--- src/rtl/menu_ctl_map.vh ---
`ifndef MENU_CTL_MAP_VH
`define MENU_CTL_MAP_VH
// Register offsets, plain port bus
`define ADDR_FUNC_SEL 4'h0
`define ADDR_CUR_LIVE 4'h1
`define ADDR_ANG_LIVE 4'h2
`define ADDR_CAL_IN_LO 4'h3
`define ADDR_CAL_IN_HI 4'h4
`define ADDR_CAL_ANG_LO 4'h5
`define ADDR_CAL_ANG_HI 4'h6
`define ADDR_FB_TRIM_LO 4'h7
`define ADDR_FB_TRIM_HI 4'h8
`define ADDR_SETTINGS 4'h9
`define ADDR_STATION 4'hA
`define ADDR_STATUS 4'hB
// Menu functions
`define FN_IDLE 4'h0
`define FN_CAL_IN_LO 4'h1
`define FN_CAL_IN_HI 4'h2
`define FN_CAL_ANG_LO 4'h3
`define FN_CAL_ANG_HI 4'h4
`define FN_RESTORE_SA 4'h5
`define FN_RESTORE_DA 4'h6
`define FN_LANGUAGE 4'h7
`define FN_ROTATION 4'h8
`define FN_FB_LO 4'h9
`define FN_FB_HI 4'hA
`define FN_ADDR_NIB 4'hB
`define FN_ADDR_DIRECT 4'hC
// Factory values
`define DEF_STATION 7'h7E
`define DEF_CAL_IN_LO 16'h0FA0
`define DEF_CAL_IN_HI 16'h4E20
`define DEF_CAL_ANG_LO 16'h2000
`define DEF_CAL_ANG_HI 16'hE000
`define DEF_FB_LO 16'h0FA0
`define DEF_FB_HI 16'h4E20
`define DEF_LANG 2'h0
// Timing
`define DEBOUNCE_MS 10
`define BLINK_MS 250
`define REPEAT_MS 200
`define FAST_AFTER_REPEATS 10
`define FAST_STEP 7'h0A
`endif

--- src/rtl/key_debounce.v ---
`timescale 1ns/10ps
module key_debounce #(
    parameter CNT_MAX = 200000
)(
    // Clock and reset
    input wire i_ref_clk,
    input wire i_rst_n,
    // Key
    input wire i_key,
    output reg o_level,
    output reg o_press
);
    reg [17:0] cnt_q;
    reg raw_q;

    // Level only accepted after a full quiet interval, so contact chatter gives one press
    always @(posedge i_ref_clk or negedge i_rst_n)
    begin
        if (!i_rst_n)
        begin
            cnt_q <= 18'h0_0000;
            raw_q <= 1'b0;
            o_level <= 1'b0;
            o_press <= 1'b0;
        end
        else
        begin
            raw_q <= i_key;
            o_press <= 1'b0;
            if (raw_q == o_level)
                cnt_q <= 18'h0_0000;
            else if (cnt_q == CNT_MAX[17:0] - 18'h0_0001)
            begin
                cnt_q <= 18'h0_0000;
                o_level <= raw_q;
                o_press <= raw_q; // RULE_23
            end
            else
                cnt_q <= cnt_q + 18'h0_0001;
        end
    end
endmodule

--- src/rtl/workbench_menu.v ---
// Behaviour
// [RULE_01] Upper current cal: LEDs 1+2, confirm stores
// [RULE_02] Lower current cal stores 4 mA reference
// [RULE_03] Lower angle cal: LED 3, stores -45
// [RULE_04] Upper angle cal: LEDs 1+3, stores +45
// [RULE_05] Single-acting restore: LED 4, reload factory
// [RULE_06] Double-acting restore: LEDs 1+4, reload factory
// [RULE_07] Restore resets all calibrations to factory
// [RULE_08] Choose among three stored menu languages
// [RULE_09] English at factory, change any time
// [RULE_10] Display rotation: upright or half turn
// [RULE_11] Feedback trim: plus/minus adjust, confirm stores
// [RULE_12] First power-up presents language and rotation
// [RULE_13] Station address 7-bit, viewable and changeable
// [RULE_14] Address bits weighted 1 to 64
// [RULE_15] Nibble shown on LEDs, eighth bit zero
// [RULE_16] Lower nibble: M short, LED 1 long
// [RULE_17] Upper nibble: M short, LED 4 long
// [RULE_18] Plus/minus steps address by one
// [RULE_19] Edited address active only on confirm
// [RULE_20] Factory station address is 126
// [RULE_21] Text display gets decimal and hex address
// [RULE_22] Direct entry autorepeats, larger steps later
// [RULE_23] Each debounced press is one event
// [RULE_24] Captured settings go to non-volatile storage
//
// Implementation choices: the placing of the registers and the plain strobed port.
`timescale 1ns/10ps
`include "menu_ctl_map.vh"
module workbench_menu #(
    parameter CLK_HZ = 20000000,
    parameter DEBOUNCE_CYC = `DEBOUNCE_MS * (CLK_HZ / 1000),
    parameter BLINK_CYC = `BLINK_MS * (CLK_HZ / 1000),
    parameter REPEAT_CYC = `REPEAT_MS * (CLK_HZ / 1000)
)(
    // Clock and reset
    input wire i_ref_clk,
    input wire i_rst_n,
    // Keys
    input wire i_key_plus,
    input wire i_key_minus,
    input wire i_key_confirm,
    // Measurements
    input wire [15:0] i_loop_current,
    input wire [15:0] i_angle_raw,
    // Non-volatile store state
    input wire i_nv_first_boot,
    input wire i_nv_busy,
    // Register port
    input wire [3:0] i_addr,
    input wire [15:0] i_wdata,
    input wire i_wr,
    input wire i_rd,
    output reg [15:0] o_rdata,
    // Indicators
    output reg [3:0] o_led,
    output reg o_menu_led,
    output reg [1:0] o_language,
    output reg o_display_rotation,
    output reg o_double_acting,
    output reg [15:0] o_fb_drive,
    // Station address for text display
    output reg [6:0] o_station_addr,
    output reg [7:0] o_addr_hex,
    output reg [11:0] o_addr_bcd,
    // Non-volatile save request
    output reg o_nv_save
);
    // ----------------------------------------
    // Keys
    // ----------------------------------------
    wire [2:0] key_raw;
    wire [2:0] key_lvl;
    wire [2:0] key_evt;
    assign key_raw = {i_key_confirm, i_key_minus, i_key_plus};
    genvar g;
    generate
        for (g = 0; g < 3; g = g + 1)
        begin : g_key
            key_debounce #(.CNT_MAX(DEBOUNCE_CYC)) u_deb (
                .i_ref_clk(i_ref_clk),
                .i_rst_n(i_rst_n),
                .i_key(key_raw[g]),
                .o_level(key_lvl[g]),
                .o_press(key_evt[g])
            );
        end
    endgenerate
    wire plus_p = key_evt[0];
    wire minus_p = key_evt[1];
    wire conf_p = key_evt[2];

    // ----------------------------------------
    // State
    // ----------------------------------------
    localparam ST_BOOT = 3'b001;
    localparam ST_SETUP = 3'b010;
    localparam ST_RUN = 3'b100;

    reg [2:0] st_q;
    reg [3:0] func_q;
    reg [15:0] cal_in_lo_q, cal_in_hi_q, cal_ang_lo_q, cal_ang_hi_q, fb_lo_q, fb_hi_q;
    reg [1:0] lang_sel_q;
    reg rot_sel_q;
    reg [6:0] edit_q;
    reg nib_hi_q;
    reg [24:0] blink_cnt_q;
    reg [1:0] phase_q;
    reg [23:0] rep_cnt_q;
    reg [3:0] rep_num_q;
    reg setup_step_q;
    reg save_pend_q;

    // Autorepeat tick while a step key is held in direct entry
    wire held = key_lvl[0] ^ key_lvl[1];
    wire rep_tick = held && (rep_cnt_q == REPEAT_CYC[23:0] - 24'h00_0001);
    wire [6:0] step = (rep_num_q == `FAST_AFTER_REPEATS) ? `FAST_STEP : 7'h01; // RULE_22
    wire is_fb = (func_q == `FN_FB_LO) || (func_q == `FN_FB_HI);
    wire [6:0] rem100 = (edit_q >= 7'd100) ? edit_q - 7'd100 : edit_q;
    wire [6:0] tens7 = rem100 / 7'd10;
    wire [6:0] ones7 = rem100 - 7'd10 * tens7;

    // ----------------------------------------
    // Blink phase: short is one quarter, long one half
    // ----------------------------------------
    always @(posedge i_ref_clk or negedge i_rst_n)
    begin
        if (!i_rst_n)
        begin
            blink_cnt_q <= 25'h000_0000;
            phase_q <= 2'h0;
        end
        else if (blink_cnt_q == BLINK_CYC[24:0] - 25'h000_0001)
        begin
            blink_cnt_q <= 25'h000_0000;
            phase_q <= phase_q + 2'h1;
        end
        else
            blink_cnt_q <= blink_cnt_q + 25'h000_0001;
    end

    always @(posedge i_ref_clk or negedge i_rst_n)
    begin
        if (!i_rst_n)
        begin
            rep_cnt_q <= 24'h00_0000;
            rep_num_q <= 4'h0;
        end
        else if (!held || func_q != `FN_ADDR_DIRECT)
        begin
            rep_cnt_q <= 24'h00_0000;
            rep_num_q <= 4'h0;
        end
        else if (rep_tick)
        begin
            rep_cnt_q <= 24'h00_0000;
            if (rep_num_q != `FAST_AFTER_REPEATS)
                rep_num_q <= rep_num_q + 4'h1;
        end
        else
            rep_cnt_q <= rep_cnt_q + 24'h00_0001;
    end

    // ----------------------------------------
    // Menu engine
    // ----------------------------------------
    always @(posedge i_ref_clk or negedge i_rst_n)
    begin
        if (!i_rst_n)
        begin
            st_q <= ST_BOOT;
            func_q <= `FN_IDLE;
            cal_in_lo_q <= `DEF_CAL_IN_LO;
            cal_in_hi_q <= `DEF_CAL_IN_HI;
            cal_ang_lo_q <= `DEF_CAL_ANG_LO;
            cal_ang_hi_q <= `DEF_CAL_ANG_HI;
            fb_lo_q <= `DEF_FB_LO;
            fb_hi_q <= `DEF_FB_HI;
            lang_sel_q <= `DEF_LANG; // RULE_09
            rot_sel_q <= 1'b0;
            o_double_acting <= 1'b0;
            o_station_addr <= `DEF_STATION; // RULE_20
            edit_q <= `DEF_STATION;
            nib_hi_q <= 1'b0;
            setup_step_q <= 1'b0;
            save_pend_q <= 1'b0;
        end
        else
        begin
            if (save_pend_q && !i_nv_busy)
                save_pend_q <= 1'b0;
            case (st_q)
                ST_BOOT:
                begin
                    // Strap read after reset release, not under reset
                    if (i_nv_first_boot)
                    begin
                        st_q <= ST_SETUP; // RULE_12
                        func_q <= `FN_LANGUAGE;
                    end
                    else
                        st_q <= ST_RUN;
                end
                ST_SETUP:
                begin
                    if (plus_p && !setup_step_q)
                        lang_sel_q <= (lang_sel_q == 2'h2) ? 2'h0 : lang_sel_q + 2'h1;
                    else if (minus_p && !setup_step_q)
                        lang_sel_q <= (lang_sel_q == 2'h0) ? 2'h2 : lang_sel_q - 2'h1;
                    else if (plus_p || minus_p)
                        rot_sel_q <= ~rot_sel_q;
                    if (conf_p)
                    begin
                        setup_step_q <= 1'b1;
                        func_q <= `FN_ROTATION;
                        if (setup_step_q)
                        begin
                            st_q <= ST_RUN; // RULE_12
                            func_q <= `FN_IDLE;
                            save_pend_q <= 1'b1;
                        end
                    end
                end
                ST_RUN:
                begin
                    if (i_wr && i_addr == `ADDR_FUNC_SEL)
                    begin
                        func_q <= i_wdata[3:0];
                        edit_q <= o_station_addr;
                        nib_hi_q <= 1'b0;
                    end
                    if (i_wr && i_addr == `ADDR_SETTINGS)
                    begin
                        lang_sel_q <= (i_wdata[1:0] == 2'h3) ? lang_sel_q : i_wdata[1:0]; // RULE_08
                        rot_sel_q <= i_wdata[2]; // RULE_10
                    end
                    case (func_q)
                        `FN_LANGUAGE:
                            if (plus_p)
                                lang_sel_q <= (lang_sel_q == 2'h2) ? 2'h0 : lang_sel_q + 2'h1; // RULE_09
                            else if (minus_p)
                                lang_sel_q <= (lang_sel_q == 2'h0) ? 2'h2 : lang_sel_q - 2'h1;
                        `FN_ROTATION:
                            if (plus_p || minus_p)
                                rot_sel_q <= ~rot_sel_q; // RULE_10
                        `FN_FB_LO:
                            if (plus_p)
                                fb_lo_q <= fb_lo_q + 16'h0001; // RULE_11
                            else if (minus_p)
                                fb_lo_q <= fb_lo_q - 16'h0001;
                        `FN_FB_HI:
                            if (plus_p)
                                fb_hi_q <= fb_hi_q + 16'h0001; // RULE_11
                            else if (minus_p)
                                fb_hi_q <= fb_hi_q - 16'h0001;
                        `FN_ADDR_NIB:
                            if (plus_p)
                                edit_q <= edit_q + 7'h01; // RULE_18
                            else if (minus_p)
                                edit_q <= edit_q - 7'h01;
                        `FN_ADDR_DIRECT:
                            if (plus_p || (rep_tick && key_lvl[0]))
                                edit_q <= edit_q + step; // RULE_22
                            else if (minus_p || (rep_tick && key_lvl[1]))
                                edit_q <= edit_q - step;
                        default:
                            ;
                    endcase
                    // Nibble toggle via register keeps plus/minus free for stepping
                    if (i_wr && i_addr == `ADDR_STATION && func_q == `FN_ADDR_NIB)
                        nib_hi_q <= i_wdata[8]; // RULE_17
                    if (conf_p)
                    begin
                        save_pend_q <= 1'b1; // RULE_24
                        case (func_q)
                            `FN_CAL_IN_LO: cal_in_lo_q <= i_loop_current; // RULE_02
                            `FN_CAL_IN_HI: cal_in_hi_q <= i_loop_current; // RULE_01
                            `FN_CAL_ANG_LO: cal_ang_lo_q <= i_angle_raw; // RULE_03
                            `FN_CAL_ANG_HI: cal_ang_hi_q <= i_angle_raw; // RULE_04
                            `FN_RESTORE_SA, `FN_RESTORE_DA:
                            begin
                                cal_in_lo_q <= `DEF_CAL_IN_LO; // RULE_07
                                cal_in_hi_q <= `DEF_CAL_IN_HI;
                                cal_ang_lo_q <= `DEF_CAL_ANG_LO;
                                cal_ang_hi_q <= `DEF_CAL_ANG_HI;
                                fb_lo_q <= `DEF_FB_LO;
                                fb_hi_q <= `DEF_FB_HI;
                                o_double_acting <= (func_q == `FN_RESTORE_DA); // RULE_05 RULE_06
                            end
                            `FN_ADDR_NIB, `FN_ADDR_DIRECT:
                                o_station_addr <= edit_q; // RULE_19
                            default:
                                ;
                        endcase
                    end
                end
                default:
                    st_q <= ST_BOOT;
            endcase
        end
    end

    // ----------------------------------------
    // Indicator patterns
    // ----------------------------------------
    reg [3:0] led_d;
    reg menu_d;
    always @*
    begin
        led_d = 4'h0;
        menu_d = 1'b0;
        case (func_q)
            `FN_CAL_IN_LO: led_d = 4'b0010;
            `FN_CAL_IN_HI: led_d = 4'b0011; // RULE_01
            `FN_CAL_ANG_LO: led_d = 4'b0100; // RULE_03
            `FN_CAL_ANG_HI: led_d = 4'b0101; // RULE_04
            `FN_RESTORE_SA: led_d = 4'b1000; // RULE_05
            `FN_RESTORE_DA: led_d = 4'b1001; // RULE_06
            `FN_ADDR_NIB:
            begin
                // Marker phase alternates with the displayed bits
                if (phase_q[1] == 1'b0)
                begin
                    menu_d = (phase_q == 2'h0); // RULE_16 RULE_17
                    led_d = nib_hi_q ? 4'b1000 : 4'b0001;
                end
                else
                    led_d = nib_hi_q ? {1'b0, edit_q[6:4]} : edit_q[3:0]; // RULE_14 RULE_15
            end
            default:
                ;
        endcase
    end

    // ----------------------------------------
    // Output and read registers
    // ----------------------------------------
    always @(posedge i_ref_clk or negedge i_rst_n)
    begin
        if (!i_rst_n)
        begin
            o_led <= 4'h0;
            o_menu_led <= 1'b0;
            o_language <= `DEF_LANG;
            o_display_rotation <= 1'b0;
            o_fb_drive <= 16'h0000;
            o_addr_hex <= 8'h00;
            o_addr_bcd <= 12'h000;
            o_nv_save <= 1'b0;
            o_rdata <= 16'h0000;
        end
        else
        begin
            o_led <= led_d;
            o_menu_led <= menu_d;
            o_language <= lang_sel_q;
            o_display_rotation <= rot_sel_q;
            o_fb_drive <= (func_q == `FN_FB_HI) ? fb_hi_q : (is_fb ? fb_lo_q : 16'h0000); // RULE_11
            o_addr_hex <= {1'b0, edit_q}; // RULE_21
            o_addr_bcd <= {3'b000, edit_q >= 7'd100, tens7[3:0], ones7[3:0]}; // RULE_21
            o_nv_save <= save_pend_q && !i_nv_busy; // RULE_24
            o_rdata <= 16'h0000;
            if (i_rd)
            begin
                case (i_addr)
                    `ADDR_FUNC_SEL: o_rdata <= {12'h000, func_q};
                    `ADDR_CUR_LIVE: o_rdata <= i_loop_current;
                    `ADDR_ANG_LIVE: o_rdata <= i_angle_raw;
                    `ADDR_CAL_IN_LO: o_rdata <= cal_in_lo_q;
                    `ADDR_CAL_IN_HI: o_rdata <= cal_in_hi_q;
                    `ADDR_CAL_ANG_LO: o_rdata <= cal_ang_lo_q;
                    `ADDR_CAL_ANG_HI: o_rdata <= cal_ang_hi_q;
                    `ADDR_FB_TRIM_LO: o_rdata <= fb_lo_q;
                    `ADDR_FB_TRIM_HI: o_rdata <= fb_hi_q;
                    `ADDR_SETTINGS: o_rdata <= {13'h0000, rot_sel_q, lang_sel_q};
                    `ADDR_STATION: o_rdata <= {7'h00, nib_hi_q, 1'b0, o_station_addr}; // RULE_13
                    `ADDR_STATUS: o_rdata <= {9'h000, edit_q};
                    default: o_rdata <= 16'h0000;
                endcase
            end
        end
    end
endmodule

--- config.mk ---
export PLATFORM = sky130hd
export DESIGN_NAME = workbench_menu
export DESIGN_NICKNAME = d
export VERILOG_FILES = /design/src/rtl/key_debounce.v /design/src/rtl/workbench_menu.v
export VERILOG_INCLUDE_DIRS = /design/src /design/src/rtl
export SDC_FILE = /design/constraint.sdc
export NUM_CORES = 1
export LEC_CHECK = 0
export BUFFER_PORTS_ARGS = -buffer_cell sky130_fd_sc_hd__buf_2
export CORE_MARGIN = 2
export CORE_UTILIZATION = 61
export DETAILED_ROUTE_END_ITERATION = 6
export HOLD_SLACK_MARGIN = 0.03
export PLACE_DENSITY = 0.81
export SLEW_MARGIN = 20
export SYNTH_ARGS = -nofsm -noshare
export SYNTH_HDL_FRONTEND = slang
export SYNTH_SLANG_ARGS = --single-unit
--- constraint.sdc ---
create_clock -name i_ref_clk -period 5.03 [get_ports i_ref_clk]
set_clock_uncertainty 0.2 [all_clocks]
set_input_delay 0.2515 -clock i_ref_clk [delete_from_list [all_inputs] [get_ports i_ref_clk]]
set_output_delay 0.2515 -clock i_ref_clk [all_outputs]
set_load 0.02 [all_outputs]
==> results.py <==
metrics = {
    "placement": {
        "gp_congestion": 0.913,
        "numPortBuffers": 114,
        "dp_hpwl_um": 27200,
        "post-place-cells": 2026,
    },
    "layout": {
        "fillCellCount": 1834,
        "register_area_sq_mm": 0.00751,
        "antenna_cells": 0,
        "fin_cells": 2130,
        "final_util_pct": 71.4,
        "multi_input_area_sq_mm": 0.00755,
        "fin_nets": 1869,
        "drive_above_1_share_pct": 14.2,
        "syn_to_final_growth_pct": 15.1,
    },
    "critical_path": {
        "end_kind": "register",
        "reg2reg_slack_ns": 0.75,
        "crit_path_start_kind": "register",
        "worstPathMaxFanout": 17,
        "critPathArrivalTime_ns": 4.53,
        "worstReg2RegStart": "edit_q[1]$_DFFE_PN1P_",
        "required_ns": 5.28,
        "setup.worst_path.class": "reg -> reg",
        "ff2ff_path_depth": 16,
        "r2r-end": "o_addr_bcd[3]$_DFF_PN0_",
    },
    "min_path": {
        "holdCritStartpoint": "i_addr[3]",
        "min_path_cells": 4,
        "holdPathEnd": "o_rdata[1]$_DFF_PN0_",
        "hp-class": "in -> reg",
    },
    "grt": {
        "grt-ovfl-total": 0,
        "grtUsageTotal_pct": 31.1,
        "antenna_found_initial": 0,
        "grt_pass1_wl_um": 66700,
        "grt_pass1_vias": 12900,
        "grt_max_degree": 108,
    },
    "die": {
        "fp.dieH_um": 164,
        "die_width_um": 164,
        "io_pins": 130,
        "rows": 58,
        "initial_core_util_pct": 62.1,
        "core_sq_mm": 0.0252,
        "die_area_sq_mm": 0.0269,
    },
    "logic_synthesis": {
        "synth_cells": 1665,
        "yosys_warnings": 0,
        "synth-async-reset-ratio_pct": 100,
        "synth-seq-cells": 298,
        "synth_ff_type": "dfrtp_1",
        "syn_avg_cell_area_sq_um": 9.39,
        "synth_edf_count": 0,
        "yosysSeqAreaShare_pct": 48.0,
        "synth_cell_type_count": 80,
        "syn_area_sq_mm": 0.0156,
    },
    "sta": {
        "max_freq_mhz": 234,
        "rsz0062_at_grt": "false",
        "max_slew_margin_pct": 28.7,
        "hold_viol": 0,
        "slew_viol_final": 0,
        "setup_violations": 0,
        "finalCritPeriodShare_pct": 85.1,
        "worstMarginPinSlew_ns": 1.07,
        "whs_ns": 0.0692,
        "fin_tns_setup_ns": 0,
        "period_needed_ns": 4.28,
    },
    "power_and_ir_drop": {
        "power_mw": 5.80,
        "power.density_mw_per_mm2": 322,
        "leakagePower_nw": 7.96,
        "peakVddDrop_uv": 286,
    },
    "clock_tree": {
        "clock_path_buffers": 3,
        "cts_tree": "yes",
        "cts-buffers-inserted": 31,
        "cts_repair_resize_count": 0,
        "htree_levels": 1,
        "cts.reportedPaths.clkPinSlew_ns": 0.06,
        "cts.sinks": 298,
        "cts_root_buffer": "clkbuf_16",
        "clock_latency_ns": 0.57,
    },
    "drt": {
        "wirelength_met1_um": 16800,
        "drc": 0,
        "ant_nets": 0,
        "highest-signal-layer": "met4",
        "drtPass1Iterations": 6,
        "wl_met3_um": 3740,
        "routed_via_density": 6.28,
        "wirelength_um": 41600,
        "drtIter0Drc": 1663,
        "routedWlPerCell_um": 19.6,
        "route.met2.wl_um": 19500,
        "vias": 13400,
    },
    "run_status": {
        "status": "complete, no violations",
    },
    "job": {
        "maxCapViolations": 0,
    },
}
==> cell usage in the layout, fill, tap and decap left out, types with 12 or more instances in the layout <==
master	Yosys	routed
a21oi_1	46	45
a22o_1	33	33
a22oi_1	55	55
a31oi_1	18	18
a41oi_1	12	12
and3_1	39	39
buf_2	8	113
buf_4	5	17
clkbuf_16	0	31
dfrtp_1	259	259
dfstp_2	39	39
dlygate4sd3_1	0	46
ha_1	30	30
inv_1	58	58
mux2i_1	15	15
nand2_1	146	145
nand2b_1	12	12
nand3_1	87	87
nand4_1	26	26
nor2_1	201	200
nor3_1	34	30
o211ai_1	12	12
o21ai_0	69	69
o21ai_1	35	35
or3_1	15	15
xnor2_1	76	76
xor2_1	60	60
==> routing by layer <==
layer / global-route usage, % / vias up
met3: 4.57 / 134
li1: - / 6111
met5: 0 / -
met1: 42.8 / 6432
met2: 49.9 / 690
met4: 12.5 / 0
==> power by group <==
group,internal (mW),switching [mW],leakage [nW]
Combinational,0.266,0.465,3.66
Sequential,2.48,0.103,3.75
Clock,1.52,0.971,0.547
Total,4.26,1.54,7.96
==> kinds of logic (layout without fill, tap and decap cells) <==
logic type               Yosys count  in the layout  share of synthesized area, %
AND/OR/NAND/NOR                  646            646                          20.0
adder cells (fa/ha/maj)           33             33                          2.78
multiplexers                      22             22                          1.46
other                              1              4                        0.0240
AO/OA/AOI/OAI                    366            366                          16.0
buffers and inverters            163            295                          4.10
flip-flops                       298            298                          48.0
XOR/XNOR                         136            136                          7.62
==> through the flow <==
step / cell area [sq um] / setup slack [ns]
floorplan: 15600 / 0.877
global placement: 16400 / 0.875
detailed placement: 16400 / 0.744
CTS: 18000 / 0.733
global route: 18000 / 0.497
finish: 18000 / 0.750
==> worst max-delay path by stage <==
| stage | from | to | slack, ns | cells after the start |
|---|---|---|---|---|
| after detailed placement | edit_q[1]$_DFFE_PN1P_ | o_addr_bcd[3]$_DFF_PN0_ | 0.74 | 16 |
| after CTS | edit_q[1]$_DFFE_PN1P_ | o_addr_bcd[3]$_DFF_PN0_ | 0.73 | 16 |
| final | edit_q[1]$_DFFE_PN1P_ | o_addr_bcd[3]$_DFF_PN0_ | 0.75 | 16 |
| after global routing | edit_q[1]$_DFFE_PN1P_ | o_addr_bcd[3]$_DFF_PN0_ | 0.50 | 16 |
| after floorplan | edit_q[3]$_DFFE_PN1P_ | o_addr_bcd[3]$_DFF_PN0_ | 0.88 | 17 |
| after global placement | edit_q[1]$_DFFE_PN1P_ | o_addr_bcd[3]$_DFF_PN0_ | 0.87 | 16 |
==> synthesized netlist by cell type, types with 5 or more instances <==
library cell  number  area, sq um
xnor2_1           76          666
a211oi_1           9         67.6
buf_2              8         40.0
buf_4              5         37.5
o22ai_1            5         31.3
a22oi_1           55          413
or2_1              5         31.3
nor2_1           201          754
nand2b_1          12         75.1
nand2_1          146          548
nor4b_1            7         61.3
nor4_1            11         68.8
o22a_1             6         52.6
o21ai_1           35          175
clkbuf_1          80          300
buf_1             11         41.3
and4_1             8         70.1
xor2_1            60          526
a221oi_1          10         87.6
o21a_1             5         37.5
nor3_1            34          170
a22o_1            33          289
a21o_1             5         37.5
o211ai_1          12         90.1
nand4_1           26          163
ha_1              30          375
o21ai_0           69          345
dfrtp_1          259         6480
or3_1             15         93.8
nor2b_1           11         68.8
a31oi_1           18          113
mux2_2             7         78.8
dfstp_2           39         1020
mux2i_1           15          150
inv_1             58          218
o221ai_1           6         52.6
and2_1            11         68.8
o31ai_1            8         60.1
nand3_1           87          435
a21oi_1           46          230
and3_1            39          244
a41oi_1           12          105
nor3b_1           11         82.6
==> critical path: stages (launching register included) <==
cell and delay [ns]:
dfstp_2 0.76, inv_1 0.19, ha_1 0.25, a2111oi_0 0.62, or3_1 0.21, a21oi_1 0.08
a21oi_1 0.17, o21a_1 0.19, ha_1 0.24, nand2_1 0.10, nor2_1 0.06, a21o_1 0.15
a21oi_1 0.19, ha_1 0.18, inv_1 0.05, fa_1 0.37, xnor2_1 0.14
==> what timing repair did <==
action / in CTS / in global routing
hold endpoints to repair: 177 / 0
buffers inserted: 0 / 0
hold buffers: 46 / 0
==> final cells by class <==
type                       count  area share (%)
inverter                      59            1.23
timing repair buffer         178            6.61
clock inverter                16            1.38
clock buffer                  42            4.82
tap                          330            2.29
multi-input combinational   1207            42.0
sequential                   298            41.7
==> sequential cells by signal (all words and copies together), names as in the netlist, 7 cells and up <==
| name | flops |
|---|---|
| g_key.u_deb.cnt_q | 54 |
| blink_cnt_q | 25 |
| rep_cnt_q | 24 |
| cal_ang_hi_q | 16 |
| cal_ang_lo_q | 16 |
| cal_in_hi_q | 16 |
| cal_in_lo_q | 16 |
| fb_hi_q | 16 |
| fb_lo_q | 16 |
| o_fb_drive | 16 |
| o_rdata | 16 |
| o_addr_bcd | 9 |
| edit_q | 7 |
| o_station_addr | 7 |
Power figures use the tool's default switching activity.
